[config.mk]
export PLATFORM = sky130hd
export DESIGN_NAME = fdl_link_buffer
export DESIGN_NICKNAME = d
export VERILOG_FILES = /design/src/logic/fdl_link_pkg.sv /design/src/logic/fdl_link_buffer.sv
export SDC_FILE = /design/constraint.sdc
export NUM_CORES = 1
export LEC_CHECK = 0
export ABC_AREA = 1
export BUFFER_PORTS_ARGS = -buffer_cell sky130_fd_sc_hd__buf_2
export CAP_MARGIN = 20
export CORE_MARGIN = 2
export CORE_UTILIZATION = 55
export DETAILED_ROUTE_END_ITERATION = 16
export GPL_TIMING_DRIVEN = 0
export PLACE_DENSITY = 0.8
export RECOVER_POWER = 100
export SLEW_MARGIN = 20
export SYNTH_ARGS = -nofsm -noshare
export SYNTH_HDL_FRONTEND = slang
export SYNTH_SLANG_ARGS = --single-unit
[constraint.sdc]
create_clock -name i_clock -period 2.3 [get_ports i_clock]
set_clock_uncertainty 0.05 [all_clocks]
set_input_delay 0.46 -clock i_clock [delete_from_list [all_inputs] [get_ports i_clock]]
set_output_delay 0.46 -clock i_clock [all_outputs]
set_load 0.05 [all_outputs]
[src/logic/fdl_link_pkg.sv]
// Constants for the facility data link buffer block
package fdl_link_pkg;
  localparam int unsigned ADDR_W = 9;
  // Register indices; byte address is four times the index
  localparam logic [6:0] IDX_RX_BYTE = 7'h28;
  localparam logic [6:0] IDX_MATCH_A = 7'h29;
  localparam logic [6:0] IDX_MATCH_B = 7'h2a;
  localparam logic [6:0] IDX_TX_BYTE = 7'h7e;
  localparam logic [6:0] IDX_CTRL = 7'h40;
  localparam logic [6:0] IDX_STATUS = 7'h41;
  localparam logic [6:0] IDX_MASK = 7'h42;
  // Control fields
  localparam int unsigned CTRL_DESTUFF_BIT = 0;
  localparam int unsigned CTRL_ESF_BIT = 1;
  localparam int unsigned CTRL_STUFF_BIT = 4;
  localparam logic [7:0] CTRL_USED = 8'h13;
  // Status and mask fields
  localparam int unsigned FLAG_MATCH_BIT = 2;
  localparam int unsigned FLAG_EMPTY_BIT = 3;
  localparam int unsigned FLAG_FULL_BIT = 4;
  localparam logic [7:0] FLAG_USED = 8'h1c;
  // Reset values
  localparam logic [7:0] CTRL_RESET = 8'h00;
  localparam logic [7:0] FLAG_RESET = 8'h00;
  localparam logic [7:0] MASK_RESET = 8'h00;
  localparam logic [7:0] BYTE_RESET = 8'h00;
  // Bit counting
  localparam logic [2:0] LAST_BIT = 3'h7;
  localparam logic [2:0] RUN_STUFF = 3'h5;
  localparam logic [2:0] RUN_SAT = 3'h6;
  // Bus responses
  localparam logic [1:0] RESP_OKAY = 2'h0;
  localparam logic [1:0] RESP_SLVERR = 2'h2;
endpackage

[src/logic/fdl_link_buffer.sv]
// Facility data link / Fs bit buffer with AXI4-Lite register access
// Functional notes
// - ESF uses FDL bits, D4 uses Fs bits
// - Eight received bits fill byte, set full flag
// - Unmasked full flag drives interrupt low
// - Byte equal to either match sets flag
// - First received bit lands in LSB
// - Delete zero after exactly five ones
// - Keep zero after six or more ones
// - Written byte sent serially, LSB first
// - After eight bits sent, set empty flag
// - Unmasked empty flag drives interrupt low
// - Without new write, previous byte repeats
// - Insert zero after five sent ones
// - Mask zero blocks source, one passes it
//
// Implementation choice: the AXI4-Lite register port.
`timescale 1ns/10ps
`default_nettype none
module fdl_link_buffer
  import fdl_link_pkg::*;
(
  input wire logic i_clock,
  input wire logic i_rst_b,
  input wire logic i_axi_awvalid,
  output logic o_axi_awready,
  input wire logic [ADDR_W-1:0] i_axi_awaddr,
  input wire logic i_axi_wvalid,
  output logic o_axi_wready,
  input wire logic [31:0] i_axi_wdata,
  input wire logic [3:0] i_axi_wstrb,
  output logic o_axi_bvalid,
  input wire logic i_axi_bready,
  output logic [1:0] o_axi_bresp,
  input wire logic i_axi_arvalid,
  output logic o_axi_arready,
  input wire logic [ADDR_W-1:0] i_axi_araddr,
  output logic o_axi_rvalid,
  input wire logic i_axi_rready,
  output logic [31:0] o_axi_rdata,
  output logic [1:0] o_axi_rresp,
  input wire logic i_rx_fdl_strobe,
  input wire logic i_rx_fs_strobe,
  input wire logic i_rx_link_bit,
  input wire logic i_tx_fdl_strobe,
  input wire logic i_tx_fs_strobe,
  output logic o_tx_link_bit,
  output logic o_int_b
);

  ////////////////////////////////////////////////////////////////////////
  // State

  typedef struct packed {
    logic [7:0] rx_byte;
    logic [7:0] match_a;
    logic [7:0] match_b;
    logic [7:0] tx_byte;
    logic [7:0] rx_shift;
    logic [7:0] tx_shift;
    logic [2:0] rx_cnt;
    logic [2:0] tx_cnt;
    logic [2:0] rx_ones;
    logic [2:0] tx_ones;
    logic [7:0] ctrl;
    logic [7:0] status;
    logic [7:0] mask;
    logic tx_bit;
    logic aw_full;
    logic [ADDR_W-1:0] aw_addr;
    logic w_full;
    logic [7:0] w_data;
    logic w_lane0;
    logic bvalid;
    logic [1:0] bresp;
    logic rvalid;
    logic [7:0] rdata;
    logic [1:0] rresp;
  } state_t;

  localparam state_t STATE_RESET = '{
    rx_byte: BYTE_RESET, match_a: BYTE_RESET, match_b: BYTE_RESET,
    tx_byte: BYTE_RESET, rx_shift: BYTE_RESET, tx_shift: BYTE_RESET,
    rx_cnt: 3'h0, tx_cnt: 3'h0, rx_ones: 3'h0, tx_ones: 3'h0,
    ctrl: CTRL_RESET, status: FLAG_RESET, mask: MASK_RESET,
    tx_bit: 1'b0, aw_full: 1'b0, aw_addr: '0, w_full: 1'b0,
    w_data: 8'h00, w_lane0: 1'b0, bvalid: 1'b0, bresp: RESP_OKAY,
    rvalid: 1'b0, rdata: 8'h00, rresp: RESP_OKAY
  };

  state_t q_reg;
  state_t q_next;

  function automatic logic at_index(input logic [ADDR_W-1:0] addr,
                                    input logic [6:0] idx);
    at_index = (addr == {idx, 2'h0});
  endfunction

  function automatic logic mapped(input logic [ADDR_W-1:0] addr);
    mapped = at_index(addr, IDX_RX_BYTE) || at_index(addr, IDX_MATCH_A) ||
             at_index(addr, IDX_MATCH_B) || at_index(addr, IDX_TX_BYTE) ||
             at_index(addr, IDX_CTRL) || at_index(addr, IDX_STATUS) ||
             at_index(addr, IDX_MASK);
  endfunction

  function automatic logic [2:0] run_next(input logic [2:0] ones,
                                          input logic bit_in);
    if (!bit_in)
      run_next = 3'h0;
    else if (ones >= RUN_SAT)
      run_next = RUN_SAT;
    else
      run_next = ones + 3'h1;
  endfunction

  logic aw_hs;
  logic w_hs;
  logic do_write;
  logic [ADDR_W-1:0] wr_addr;
  logic [7:0] wr_data;
  logic wr_lane0;
  logic [7:0] flag_set;
  logic [7:0] flag_clr;
  logic rx_take;
  logic rx_del;
  logic rx_keep;
  logic [7:0] rx_word;
  logic tx_take;
  logic stuff_now;
  logic [7:0] tx_cur;
  logic tx_bit_now;

  assign o_axi_awready = !q_reg.aw_full && !q_reg.bvalid;
  assign o_axi_wready = !q_reg.w_full && !q_reg.bvalid;
  assign o_axi_arready = !q_reg.rvalid;
  assign o_axi_bvalid = q_reg.bvalid;
  assign o_axi_bresp = q_reg.bresp;
  assign o_axi_rvalid = q_reg.rvalid;
  assign o_axi_rdata = {24'h000000, q_reg.rdata};
  assign o_axi_rresp = q_reg.rresp;
  assign o_tx_link_bit = q_reg.tx_bit;
  assign o_int_b = ~|(q_reg.status & q_reg.mask);

  ////////////////////////////////////////////////////////////////////////
  // Next state

  always_comb
  begin
    q_next = q_reg;
    flag_set = 8'h00;
    flag_clr = 8'h00;
    // Link strobe chosen by framing mode
    rx_take = q_reg.ctrl[CTRL_ESF_BIT] ? i_rx_fdl_strobe
                                        : i_rx_fs_strobe;
    tx_take = q_reg.ctrl[CTRL_ESF_BIT] ? i_tx_fdl_strobe
                                        : i_tx_fs_strobe;
    // Receive: zero after exactly five ones is dropped
    rx_del = rx_take && q_reg.ctrl[CTRL_DESTUFF_BIT] && !i_rx_link_bit &&
             (q_reg.rx_ones == RUN_STUFF);
    rx_keep = rx_take && !rx_del;
    rx_word = {i_rx_link_bit, q_reg.rx_shift[7:1]};
    if (rx_take)
      q_next.rx_ones = run_next(q_reg.rx_ones, i_rx_link_bit);
    if (rx_keep)
    begin
      q_next.rx_shift = rx_word;
      q_next.rx_cnt = q_reg.rx_cnt + 3'h1;
      if (q_reg.rx_cnt == LAST_BIT)
      begin
        q_next.rx_byte = rx_word;
        flag_set[FLAG_FULL_BIT] = 1'b1;
        if (rx_word == q_reg.match_a || rx_word == q_reg.match_b)
          flag_set[FLAG_MATCH_BIT] = 1'b1;
      end
    end
    // Transmit: byte is sampled when its first bit goes out
    stuff_now = q_reg.ctrl[CTRL_STUFF_BIT] &&
                (q_reg.tx_ones == RUN_STUFF);
    tx_cur = (q_reg.tx_cnt == 3'h0) ? q_reg.tx_byte : q_reg.tx_shift;
    tx_bit_now = stuff_now ? 1'b0 : tx_cur[q_reg.tx_cnt];
    q_next.tx_bit = tx_bit_now;
    if (tx_take)
    begin
      if (stuff_now)
        q_next.tx_ones = 3'h0;
      else
      begin
        q_next.tx_ones = run_next(q_reg.tx_ones, tx_bit_now);
        if (q_reg.tx_cnt == 3'h0)
          q_next.tx_shift = q_reg.tx_byte;
        q_next.tx_cnt = q_reg.tx_cnt + 3'h1;
        if (q_reg.tx_cnt == LAST_BIT)
          flag_set[FLAG_EMPTY_BIT] = 1'b1;
      end
    end
    // Write channel: address and data in either order
    aw_hs = i_axi_awvalid && o_axi_awready;
    w_hs = i_axi_wvalid && o_axi_wready;
    wr_addr = q_reg.aw_full ? q_reg.aw_addr : i_axi_awaddr;
    wr_data = q_reg.w_full ? q_reg.w_data : i_axi_wdata[7:0];
    wr_lane0 = q_reg.w_full ? q_reg.w_lane0 : i_axi_wstrb[0];
    do_write = (q_reg.aw_full || aw_hs) && (q_reg.w_full || w_hs);
    if (aw_hs)
    begin
      q_next.aw_full = 1'b1;
      q_next.aw_addr = i_axi_awaddr;
    end
    if (w_hs)
    begin
      q_next.w_full = 1'b1;
      q_next.w_data = i_axi_wdata[7:0];
      q_next.w_lane0 = i_axi_wstrb[0];
    end
    if (q_reg.bvalid && i_axi_bready)
      q_next.bvalid = 1'b0;
    if (do_write)
    begin
      q_next.aw_full = 1'b0;
      q_next.w_full = 1'b0;
      q_next.bvalid = 1'b1;
      q_next.bresp = mapped(wr_addr) ? RESP_OKAY : RESP_SLVERR;
      if (wr_lane0)
      begin
        if (at_index(wr_addr, IDX_MATCH_A))
          q_next.match_a = wr_data;
        if (at_index(wr_addr, IDX_MATCH_B))
          q_next.match_b = wr_data;
        if (at_index(wr_addr, IDX_TX_BYTE))
          q_next.tx_byte = wr_data;
        if (at_index(wr_addr, IDX_CTRL))
          q_next.ctrl = wr_data & CTRL_USED;
        if (at_index(wr_addr, IDX_MASK))
          q_next.mask = wr_data & FLAG_USED;
        if (at_index(wr_addr, IDX_STATUS))
          flag_clr = wr_data & FLAG_USED;
      end
    end
    // A new event wins over a clear in the same cycle
    q_next.status = (q_reg.status & ~flag_clr) | flag_set;
    // Read channel
    if (q_reg.rvalid && i_axi_rready)
      q_next.rvalid = 1'b0;
    if (i_axi_arvalid && o_axi_arready)
    begin
      q_next.rvalid = 1'b1;
      q_next.rresp = mapped(i_axi_araddr) ? RESP_OKAY : RESP_SLVERR;
      q_next.rdata = 8'h00;
      if (at_index(i_axi_araddr, IDX_RX_BYTE))
        q_next.rdata = q_reg.rx_byte;
      if (at_index(i_axi_araddr, IDX_MATCH_A))
        q_next.rdata = q_reg.match_a;
      if (at_index(i_axi_araddr, IDX_MATCH_B))
        q_next.rdata = q_reg.match_b;
      if (at_index(i_axi_araddr, IDX_TX_BYTE))
        q_next.rdata = q_reg.tx_byte;
      if (at_index(i_axi_araddr, IDX_CTRL))
        q_next.rdata = q_reg.ctrl;
      if (at_index(i_axi_araddr, IDX_STATUS))
        q_next.rdata = q_reg.status;
      if (at_index(i_axi_araddr, IDX_MASK))
        q_next.rdata = q_reg.mask;
    end
  end

  always_ff @(posedge i_clock)
  begin
    if (!i_rst_b)
      q_reg <= STATE_RESET;
    else
      q_reg <= q_next;
  end
endmodule // fdl_link_buffer
`default_nettype wire

## Yosys cells after proc, flatten, opt, wreduce, memory -nomap -nowiden

Cells that the tools add are included.
W data, S select, Z words.

- Add/sub/neg operators: 4
- Magnitude comparators: 3
- Equality and inequality tests: 20
- Muxes and demuxes: 38
- Bitwise operators: 6
- Reductions and logical operators: 47

Operator list:

| cell | count |
|---|---|
| $eq A9 B9 Y1 const B | 8 |
| $mux W8 | 9 |
| $eq A9 B8 Y1 const B | 6 |
| $mux W3 | 6 |
| $eq A8 B8 Y1 | 2 |
| $logic_or A1 B1 Y1 | 15 |
| $mux W1 | 15 |
| $mux W5 | 3 |
| $reduce_and A3 Y1 | 5 |
| $logic_and A1 B1 Y1 | 13 |
| $add A3 B1 Y3 const B | 4 |
| $eq A3 B3 Y1 const B | 4 |
| $mux W11 | 1 |
| $mux W9 | 1 |
| $and A8 B5 Y8 | 1 |
| $and A8 B8 Y8 | 1 |
| $not A8 Y8 | 1 |
| $or A8 B5 Y8 | 1 |
| $reduce_or A8 Y1 | 1 |
| $logic_not A1 Y1 | 7 |
| $ge A3 B3 Y1 const B | 2 |
| $lt A3 B4 Y1 const B | 1 |
| $mux W2 | 2 |
| $reduce_and A2 Y1 | 2 |
| 5 further kinds | 7 |

- Bits in registers: 109
- Input port bits: 66

## Longest topological paths before layout

Gate-level depths: netlist of the first run.

- Word-level depth: 10
- Depth in mapped cells: 12
- Gate-level depth less buffers: 11

## Worst setup path after synthesis of the first run

No wires, ideal clock.

- Path kind: register -> register
- From: reg q_reg (netlist bit o_axi_bvalid)
- To: reg q_reg[101] in the netlist's numbering
- Library setup time: 119 ps
- Data arrival time: 2418 ps
- Data required time: 2131 ps
- Setup slack: -288 ps
- Stages on the path, launching flop included: 11
- Cell sequence: dfxtp_1 nor2_1 nand2_1 nand2_1 o21ai_2 nor2_2 buf_6 nand3_2 buf_2 o21ai_1 a21oi_1

- Cells in the longest elaborated chain, start to end: 6
- Elaborated cells on any way between the ends: 9
- Those cells by class: reduce/logical: 9

RTL lines:

| element | RTL line | RTL |
|---|---|---|
| start: declaration | fdl_link_buffer.sv:91 | `state_t q_reg;` |
| start signal: assignment | fdl_link_buffer.sv:270 | `q_reg <= q_next;` |
| $logic_not A1 Y1 | fdl_link_buffer.sv:133 | `assign o_axi_awready = !q_reg.aw_full && !q_reg.bvalid;` |
| $logic_and A1 B1 Y1 | fdl_link_buffer.sv:133 |  |
| via o_axi_awready | fdl_link_buffer.sv:26 | `output logic o_axi_awready,` |
| $logic_and A1 B1 Y1 | fdl_link_buffer.sv:197 | `aw_hs = i_axi_awvalid && o_axi_awready;` |
| $logic_or A1 B1 Y1 | fdl_link_buffer.sv:202 | `do_write = (q_reg.aw_full \|\| aw_hs) && (q_reg.w_full \|\| w_hs);` |
| $logic_and A1 B1 Y1 | fdl_link_buffer.sv:202 |  |
| $reduce_and A3 Y1 (no line) | -- |  |

The timed path passes the listed nets, and every way through them passes these cells.
A chain may end at the register's enable or synchronous reset.

## Worst setup path after layout of the first run

- From: reg q_reg[33] in the netlist's numbering
- To: reg q_reg[101] in the netlist's numbering

- Cells in the longest elaborated chain, start to end: 6
- Elaborated cells on any way between the ends: 8
- Those cells by class: eq/ne: 1; mux: 1; reduce/logical: 6

RTL lines:

| element |
|---|
| parallel branches: the longest is 5 deep, another holds $mux W9 |
| $reduce_and A3 Y1 (no line) (*) |

Mark *: on every way between the ends.

==> results of run 1 <==
[metrics by stage]
| step | area, µm² | util |
|---|---|---|
| after floorplan | 5440 | - |
| after global placement | 5880 | 0.630 |
| after detailed placement | 5880 | 0.630 |
| after CTS | 6060 | 0.650 |
| after global routing | 6020 | 0.646 |
| final | 6020 | 0.646 |
[kinds of logic (layout without fill, tap and decap cells)]
family / count (synthesis) / count (layout)
adders and majority gates: 11 / 11
AOI/OAI and AO/OA: 170 / 170
DFF: 101 / 101
xor gates and xnor gates: 5 / 5
other: 1 / 26
and+or+nand+nor: 345 / 345
buffers and inverters: 141 / 211
[routing by layer]
layer / track usage / vias up / share of wire
met3: 0.0315 / 24 / 0.069
met5: 0 / - / 0
met4: 0.106 / 0 / 0.023
met1: 0.361 / 2348 / 0.46
li1: - / 2656 / -
met2: 0.446 / 193 / 0.45
[synth_stat cells]
library cell / number / area, µm²
sky130_fd_sc_hd__ha_1: 11 / 138
sky130_fd_sc_hd__nor2_4: 1 / 11.3
sky130_fd_sc_hd__a22oi_1: 1 / 7.51
sky130_fd_sc_hd__buf_6: 4 / 45.0
sky130_fd_sc_hd__buf_2: 2 / 10.0
sky130_fd_sc_hd__nand4_1: 18 / 113
sky130_fd_sc_hd__conb_1: 1 / 3.75
sky130_fd_sc_hd__o21ai_1: 7 / 35.0
sky130_fd_sc_hd__a221oi_1: 1 / 8.76
sky130_fd_sc_hd__dfxtp_1: 101 / 2020
sky130_fd_sc_hd__nand2_1: 168 / 631
sky130_fd_sc_hd__nand4_4: 1 / 21.3
sky130_fd_sc_hd__o21ai_0: 71 / 355
sky130_fd_sc_hd__xor2_1: 5 / 43.8
sky130_fd_sc_hd__o41ai_1: 1 / 8.76
sky130_fd_sc_hd__nand3_1: 40 / 200
sky130_fd_sc_hd__a21oi_1: 65 / 325
sky130_fd_sc_hd__clkinv_1: 2 / 7.51
sky130_fd_sc_hd__buf_4: 37 / 278
sky130_fd_sc_hd__or2_0: 1 / 6.26
sky130_fd_sc_hd__nor2_2: 2 / 12.5
sky130_fd_sc_hd__a311oi_1: 8 / 70.1
sky130_fd_sc_hd__inv_1: 78 / 293
sky130_fd_sc_hd__o21ai_2: 4 / 35.0
sky130_fd_sc_hd__nor3_1: 6 / 30.0
sky130_fd_sc_hd__nand2_2: 2 / 12.5
sky130_fd_sc_hd__nor2_1: 102 / 383
sky130_fd_sc_hd__inv_2: 2 / 7.51
sky130_fd_sc_hd__o22ai_1: 1 / 6.26
sky130_fd_sc_hd__o211ai_1: 2 / 15.0
sky130_fd_sc_hd__clkbuf_1: 16 / 60.1
sky130_fd_sc_hd__o31ai_4: 1 / 21.3
sky130_fd_sc_hd__o21bai_1: 2 / 15.0
sky130_fd_sc_hd__nand3_2: 3 / 30.0
sky130_fd_sc_hd__o2111a_1: 1 / 11.3
sky130_fd_sc_hd__nor4_4: 1 / 21.3
sky130_fd_sc_hd__a211oi_1: 3 / 22.5
sky130_fd_sc_hd__o21a_1: 1 / 7.51
sky130_fd_sc_hd__a21boi_0: 1 / 7.51
[layout make-up]
cell class	instances	area, µm²
Fill cell	897	3310
Multi-Input combinational cell	557	2720
Sequential cell	101	2020
Buffer	58	379
Inverter	82	308
Timing Repair Buffer	55	254
Tap cell	129	161
Clock buffer	11	141
Clock inverter	5	41.3
[worst max-delay path by stage]
| stage | start | end | slack (ns) | cells after the start |
|---|---|---|---|---|
| floorplan | o_axi_bvalid | q_reg[101] | 0.15 | 10 |
| global placement | i_rx_link_bit | q_reg[114] | 0.08 | 9 |
| detailed placement | i_rx_link_bit | q_reg[113] | 0.05 | 9 |
| CTS | q_reg[65] | q_reg[59] | 0.10 | 12 |
| global route | q_reg[33] | q_reg[101] | 0.02 | 9 |
| finish | q_reg[33] | q_reg[101] | 0.13 | 9 |
[worst max-delay path, stage by stage, from the launching register on]
cell,delay [ns]
sky130_fd_sc_hd__dfxtp_1,0.46
sky130_fd_sc_hd__clkbuf_2,0.31
sky130_fd_sc_hd__nand2_1,0.14
sky130_fd_sc_hd__o31ai_4,0.12
sky130_fd_sc_hd__nand3_1,0.20
sky130_fd_sc_hd__inv_2,0.20
sky130_fd_sc_hd__nand3_2,0.10
sky130_fd_sc_hd__clkbuf_2,0.21
sky130_fd_sc_hd__o21ai_0,0.20
sky130_fd_sc_hd__a21oi_1,0.07
[power groups by stage]
stage	sequential [W]	clock, W	combinational (W)
after floorplan	0.00196	0	0.000659
after global placement	0.00195	0	0.000856
after detailed placement	0.00195	0	0.000878
after CTS	0.00191	0.00109	0.000881
after global routing	0.00192	0.00116	0.000965
final	0.00191	0.00108	0.000870
[what timing repair did]
action	in CTS	in global routing
setup endpoints to repair	0	7
gates resized for setup	0	2
hold endpoints to repair	0	0
==> metrics.yaml, run 1 <==
finish:
  antennaDiodeCount: 0
  syn2layout_area_growth_pct: 13.0
  mostFrequentLayoutCell: "sky130_fd_sc_hd__nand2_1"
  layout.cells.most_common_list: "167 x sky130_fd_sc_hd__nand2_1, 101 x sky130_fd_sc_hd__dfxtp_1, 100 x sky130_fd_sc_hd__nor2_1"
  num-nets-final: 941
  post_layout_nonfiller_instances: 998
  share_of_cells_above_drive_strength_1: 0.131
  largest_reg_flops: 88
die:
  top_level_ports: 109
  fp.dieArea_um2: 10500
  initial_core_util: 0.572
  floorplan.core_area_um2: 9330
  die_w_um: 102
  fp.dieH_um: 102
  std_cell_rows: 35
grt:
  grt_start_max_net_pins: 18
  groute.usage.overall: 0.270
  number_of_antenna_violations_at_the_first_check_in_global_routing: 0
  global_route_wire_length_before_repair_um: 22000
  vias_in_the_first_global_route: 4600
  grt.overflow.total: 0
power:
  power_switching_w: 0.00133
  pwr_density_cell_nw_per_um2: 640
  comb_power_share: 0.226
  p_clk_frac: 0.279
  power.total_w: 0.00386
  power.switching_fraction: 0.345
  leakage_power_total_nw: 2.70
  power.ir.vdd_worst_mv: 0.453
  power.share.sequential: 0.495
  power_report.internal_total_w: 0.00252
logic_synthesis:
  synthCells: 774
  synth_area_per_cell_um2: 6.89
  xor_xnor_fraction_of_synth_area: 0.00821
  synth_compound_gate_area_share: 0.179
  seq_area_frac_synth: 0.379
  netlist-cell-type-count: 39
  synthSimpleGateAreaFrac: 0.276
  yosys-mux-area-fraction: 0
  synth.cell_area_um2: 5330
  main_combinational_cell_family_by_area_after_synthesis: "simple AND/OR/NAND/NOR gates"
  synth_fa_ha_area_frac: 0.0258
  synth.ff_latch_count: 101
  synth.yosys.warnings: 0
sta:
  fin_crit_ns: 2.17
  fmax_ghz: 0.460
  timing.slew.headroom: 0.560
  setup-violations-final: 0
  maxSlewViolCount: 0
  tightest_slew_ns: 0.660
  finalCritPeriodShare: 0.945
  final-hold-violation-count: 0
  unrepaired_setup_endpoints_after_global_routing: "no"
  finalHoldWorstSlack_ns: 0.288
  final_critical_path_setup_slack_ns: 0.128
  final.setup.tns_ns: 0
route:
  routed_via_density: 5.23
  drt-total-wl_um: 13700
  remaining_number_of_nets_flagged_by_the_antenna_check_after_routing: 0
  routed-via-count: 5221
  routed_wire_length_per_instance_um: 13.7
  number_of_optimization_iterations_in_the_first_detailed_route_pass: 5
  drt-initial-drc-count: 367
  route.detailed.drc: 0
placement:
  detailedPlacementHpwl_um: 10800
  detailedPlace.worstSlack_ns: 0.0515
  count_of_input_and_output_buffers: 55
  place.detailed.instances: 983
  place_congestion: 0.928
worst_setup_path:
  worst_r2r_endpoint: "q_reg[101]"
  timing.reg2reg.worst_path_depth: 9
  critical_path.startpoint_type: "flop"
  crit_type: "flop to flop"
  r2r_start: "q_reg[33]"
  crit_arrival_ns: 2.38
  critPathRequiredTime_ns: 2.51
  timing.critical_path.fanout_max: 10
  worst-r2r-setup-slack_ns: 0.13
  category_of_the_worst_setup_path_capture_point: "flop"
clock_network:
  post_cts_hold_buffer_count: 0
  clk_root_buffer_cell: "sky130_fd_sc_hd__clkbuf_8"
  cts_post_setup_buffers_inserted: 0
  clock_latency_ns: 0.37
  clk_slew_on_worst_s_h_paths_ns: 0.10
  clkSinkCount: 101
  cts_htree_levels: 3
  cts_inserted_buffers: 9
  ctsLongestPathBuffers: 2
  cts_tree: "done"
worst_hold_path:
  hold-path-endpoint: "o_axi_bvalid"
  holdCritPathClass: "primary input to flop"
  hold_path.startpoint: "i_axi_bready"
  worst_hold_path.num_cells: 4
outcome:
  result_of_the_run: "finished, final reports clean"
flow_run:
  maxCapViolations: 0
Power figures use the tool's default switching activity.
==> run 2: changes to the inputs <==
Settings changed: CORE_UTILIZATION 55 to 59, PLACE_DENSITY 0.8 to 0.85.
Clock period 2.3 ns to 2.62 ns, I/O delays scaled along.
==> metrics.yaml, run 2 (synthesis gave the netlist of run 1 again) <==
worst_setup_path:
  crit_buf_inv: 2
  crit_type: "flop to flop"
  critPathRequiredTime_ns: 2.85
  critical_path.startpoint_type: "flop"
  category_of_the_worst_setup_path_capture_point: "flop"
  timing.critical_path.max_delay_family: "simple AND/OR/NAND/NOR gates"
  crit_path_top_delay_cell: "sky130_fd_sc_hd__dfxtp_1"
  crit_arrival_ns: 2.52
  critical-path-top-cell-by-count: "sky130_fd_sc_hd__nand2_1"
  timing.critical_path.fanout_max: 9
  critical_path.max_stage_delay_ns: 0.44
  worst-r2r-setup-slack_ns: 0.33
  crit_chain: "inv_1 -> ha_1 -> clkbuf_1 -> nand2_1 -> nand2_1 -> nand3_1 -> nand3_1 -> nand2_1 -> nand2_1 -> nand2_1 -> nand4_1 -> a21oi_1"
finish:
  share_of_cells_above_drive_strength_1: 0.119
  layout.cells.most_common_list: "169 x sky130_fd_sc_hd__nand2_1, 104 x sky130_fd_sc_hd__nor2_1, 101 x sky130_fd_sc_hd__dfxtp_1"
  num-nets-final: 942
  syn2layout_area_growth_pct: 11.6
  mostFrequentLayoutCell: "sky130_fd_sc_hd__nand2_1"
  antennaDiodeCount: 0
  largest_reg_flops: 88
  finish.utilization: 0.679
placement:
  detailedPlace.worstSlack_ns: 0.380
  place_congestion: 0.994
  count_of_input_and_output_buffers: 55
  detailedPlacementHpwl_um: 11000
grt:
  number_of_antenna_violations_at_the_first_check_in_global_routing: 0
  grt_start_max_net_pins: 16
  vias_in_the_first_global_route: 4878
  grt.overflow.total: 0
  global_route_wire_length_before_repair_um: 22900
  groute.usage.overall: 0.292
power:
  leakage_power_total_nw: 2.67
  pwr_density_cell_nw_per_um2: 572
  power.ir.vdd_worst_mv: 0.501
clock_network:
  ctsLongestPathBuffers: 2
  post_cts_hold_buffer_count: 0
  clock_latency_ns: 0.37
  clk_root_buffer_cell: "sky130_fd_sc_hd__clkbuf_8"
  cts_inserted_buffers: 9
  clkSinkCount: 101
  postCtsResizedCells: 0
  cts_post_setup_buffers_inserted: 0
  cts_htree_levels: 3
  cts_tree: "done"
  clk_slew_on_worst_s_h_paths_ns: 0.10
route:
  number_of_optimization_iterations_in_the_first_detailed_route_pass: 5
  drt-initial-drc-count: 462
  routed-via-count: 5354
  route.detailed.drc: 0
  routed_wire_length_per_instance_um: 14.6
  routed_via_density: 5.49
  drt-total-wl_um: 14300
  remaining_number_of_nets_flagged_by_the_antenna_check_after_routing: 0
die:
  top_level_ports: 109
  fp.dieArea_um2: 9810
  initial_core_util: 0.608
  fp.dieH_um: 99.1
  die_w_um: 99.1
  floorplan.core_area_um2: 8760
  std_cell_rows: 34
sta:
  finalCritPeriodShare: 0.874
  setup-violations-final: 0
  fin_crit_ns: 2.29
  maxSlewViolCount: 0
  final.setup.tns_ns: 0
  unrepaired_setup_endpoints_after_global_routing: "no"
  tightest_slew_ns: 0.649
  final-hold-violation-count: 0
  timing.slew.headroom: 0.567
  finalHoldWorstSlack_ns: 0.360
  fmax_ghz: 0.437
  final_critical_path_setup_slack_ns: 0.329
worst_hold_path:
  holdCritPathClass: "primary input to flop"
flow_run:
  maxCapViolations: 0
outcome:
  result_of_the_run: "finished, final reports clean"
[run 2: power breakdown]
| group | internal (W) | switching, W | leakage (nW) |
|---|---|---|---|
| sequential | 0.00162 | 0.0000568 | 0.824 |
| clock | 0.000433 | 0.000541 | 0.0882 |
| combinational | 0.000214 | 0.000544 | 1.76 |
[run 2: stage by stage]
step / total power (W) / area [µm²] / instances
finish: 0.00340 / 5950 / 976
global placement: 0.00244 / 5840 / 962
global route: 0.00354 / 5950 / 976
detailed placement: 0.00247 / 5840 / 962
CTS: 0.00341 / 6010 / 976
floorplan: 0.00228 / 5430 / 799
[run 2: worst paths after layout]
check,to,depth (start not counted),from
worst max register to register,q_reg[59],12,q_reg[65]
worst min-delay path,o_axi_bvalid,4,i_axi_bready
worst max-delay path,q_reg[59],12,q_reg[65]
worst min register to register,q_reg[111],2,q_reg[111]
[run 2: routing by layer]
layer  vias up  wire length [µm]  GRT usage
met2       228              6630      0.487
li1       2651                 -          -
met5         -                 0          0
met4         0               389      0.112
met1      2436              6100      0.379
met3        39              1150     0.0482
[run 2: layout make-up]
type / count / area, µm²
plain buffers: 59 / 378
clock buffers: 10 / 128
clock inverters: 4 / 51.3
fillers: 793 / 2810
inverters: 82 / 308
multi-input cells: 557 / 2680
flip-flops and latches: 101 / 2020
well taps: 108 / 135
repair buffers: 55 / 254
[run 2: worst register-to-register path: stages, from the launching register on]
cell and delay (ns):
sky130_fd_sc_hd__dfxtp_1 0.44, sky130_fd_sc_hd__inv_1 0.17, sky130_fd_sc_hd__ha_1 0.23, sky130_fd_sc_hd__clkbuf_1 0.19, sky130_fd_sc_hd__nand2_1 0.27, sky130_fd_sc_hd__nand2_1 0.12, sky130_fd_sc_hd__nand3_1 0.09, sky130_fd_sc_hd__nand3_1 0.08
sky130_fd_sc_hd__nand2_1 0.07, sky130_fd_sc_hd__nand2_1 0.05, sky130_fd_sc_hd__nand2_1 0.15, sky130_fd_sc_hd__nand4_1 0.12, sky130_fd_sc_hd__a21oi_1 0.18
==> run 3: changes to the inputs <==
--- a/constraint.sdc
+++ b/constraint.sdc
@@ -4,2 +4,2 @@
 set_output_delay 0.524 -clock i_clock [all_outputs]
-set_load 0.05 [all_outputs]
+set_load 0.1 [all_outputs]
==> metrics.yaml, run 3 (synthesis gave the netlist of run 1 again) <==
worst_hold_path:
  worst_hold_path.num_cells: 4
  holdCritPathClass: "primary input to flop"
worst_setup_path:
  setup.worst_path.end: "q_reg[92]"
  timing.critical_path.fanout_max: 10
  timing.reg2reg.worst_path_depth: 11
  worst-r2r-setup-slack_ns: 0.26
  worst_r2r_endpoint: "q_reg[92]"
  critPathRequiredTime_ns: 2.87
  category_of_the_worst_setup_path_capture_point: "flop"
  crit_type: "flop to flop"
  cp-startpoint: "o_axi_bvalid"
  critical_path.startpoint_type: "flop"
  r2r_start: "o_axi_bvalid"
  crit_arrival_ns: 2.61
sta:
  tightest_slew_ns: 1.17
  final-hold-violation-count: 0
  unrepaired_setup_endpoints_after_global_routing: "no"
  maxSlewViolCount: 0
  setup-violations-final: 0
  fmax_ghz: 0.424
  final_critical_path_setup_slack_ns: 0.259
  finalCritPeriodShare: 0.901
  fin_crit_ns: 2.36
  final.setup.tns_ns: 0
  finalHoldWorstSlack_ns: 0.374
  timing.slew.headroom: 0.220
grt:
  number_of_antenna_violations_at_the_first_check_in_global_routing: 0
  groute.usage.overall: 0.287
  grt_start_max_net_pins: 17
  global_route_wire_length_before_repair_um: 22800
  grt.overflow.total: 0
  vias_in_the_first_global_route: 4911
clock_network:
  cts_htree_levels: 3
  ctsLongestPathBuffers: 2
  postCtsResizedCells: 0
  cts_inserted_buffers: 9
  post_cts_hold_buffer_count: 0
  cts_tree: "done"
  clkSinkCount: 101
  clk_root_buffer_cell: "sky130_fd_sc_hd__clkbuf_8"
  clk_slew_on_worst_s_h_paths_ns: 0.09
  clock_latency_ns: 0.36
  cts_post_setup_buffers_inserted: 0
finish:
  layout_fillers: 820
  share_of_cells_above_drive_strength_1: 0.122
  mostFrequentLayoutCell: "sky130_fd_sc_hd__nand2_1"
  num-nets-final: 942
  layout.cells.most_common_list: "169 x sky130_fd_sc_hd__nand2_1, 102 x sky130_fd_sc_hd__nor2_1, 101 x sky130_fd_sc_hd__dfxtp_1"
  total_area_of_multi_input_combinational_cells_um2: 2680
  regArea_um2: 2020
  largest_reg_flops: 88
  finish.utilization: 0.680
  antennaDiodeCount: 0
  syn2layout_area_growth_pct: 11.7
power:
  pwr_density_cell_nw_per_um2: 598
  power.total_w: 0.00356
  power.ir.vdd_worst_mv: 0.456
  leakage_power_total_nw: 2.69
route:
  number_of_optimization_iterations_in_the_first_detailed_route_pass: 5
  drt-total-wl_um: 13900
  remaining_number_of_nets_flagged_by_the_antenna_check_after_routing: 0
  routed_via_density: 5.51
  met1_length_um: 6180
  drt-initial-drc-count: 413
  dr.max_layer_used: "met4"
  met2WireLength_um: 6290
  routed_wire_length_per_instance_um: 14.3
  routed-via-count: 5382
  route.detailed.drc: 0
  wl_met3_um: 1140
flow_run:
  maxCapViolations: 0
placement:
  detailedPlacementHpwl_um: 10700
  count_of_input_and_output_buffers: 55
  place_congestion: 0.896
  detailedPlace.worstSlack_ns: 0.433
die:
  die_w_um: 99.1
  std_cell_rows: 34
  fp.dieArea_um2: 9810
  floorplan.core_area_um2: 8760
  initial_core_util: 0.608
  top_level_ports: 109
  fp.dieH_um: 99.1
outcome:
  result_of_the_run: "finished, final reports clean"
run 3: cell count changes in the layout (fill, tap and decap cells not counted), sizes merged:
cell and change:
buf -1, clkinv -1, clkbuf +1, inv +2
run 3: final cells by class:
class	instances	area share
multi-input cells	557	0.449
flip-flops and latches	101	0.339
plain buffers	59	0.0624
inverters	82	0.0517
repair buffers	55	0.0428
well taps	108	0.0227
clock buffers	10	0.0214
clock inverters	5	0.0101
run 3: metrics by stage:
stage               std cells  cell area (µm²)
floorplan                 799             5440
global placement          962             5850
detailed placement        962             5850
CTS                       977             6040
global route              977             5960
finish                    977             5960
run 3: worst min-delay path by stage:
stage | startpoint | endpoint | slack, ns
global placement | q_reg[116] | q_reg[116] | 0.38
detailed placement | o_axi_bresp[1] | o_axi_bresp[1] | 0.40
finish | i_axi_bready | o_axi_bvalid | 0.37
global route | i_axi_wdata[2] | q_reg[17] | 0.40
CTS | i_axi_bready | o_axi_bvalid | 0.36
floorplan | q_reg[116] | q_reg[116] | 0.37
run 3: per-layer routing:
layer  track usage  vias up
met2         0.470      244
met4         0.109        0
li1              -     2659
met3        0.0475       29
met5             0        -
met1         0.382     2450
run 3: where the power goes:
| part | switching [W] | internal [W] |
|---|---|---|
| registers | 0.0000607 | 0.00162 |
| clock network | 0.000540 | 0.000441 |
| logic | 0.000690 | 0.000213 |
| total | 0.00129 | 0.00227 |
run 3: critical path, stage by stage (launching register included):
cell,delay [ns]
sky130_fd_sc_hd__dfxtp_1,0.38
sky130_fd_sc_hd__nor2_4,0.13
sky130_fd_sc_hd__nand2_1,0.18
sky130_fd_sc_hd__inv_1,0.12
sky130_fd_sc_hd__o21ai_0,0.14
sky130_fd_sc_hd__nor2_1,0.23
sky130_fd_sc_hd__clkbuf_1,0.40
sky130_fd_sc_hd__nand3_1,0.17
sky130_fd_sc_hd__clkbuf_2,0.25
sky130_fd_sc_hd__nand2_1,0.11
sky130_fd_sc_hd__nand2_1,0.06
sky130_fd_sc_hd__nor2_1,0.09
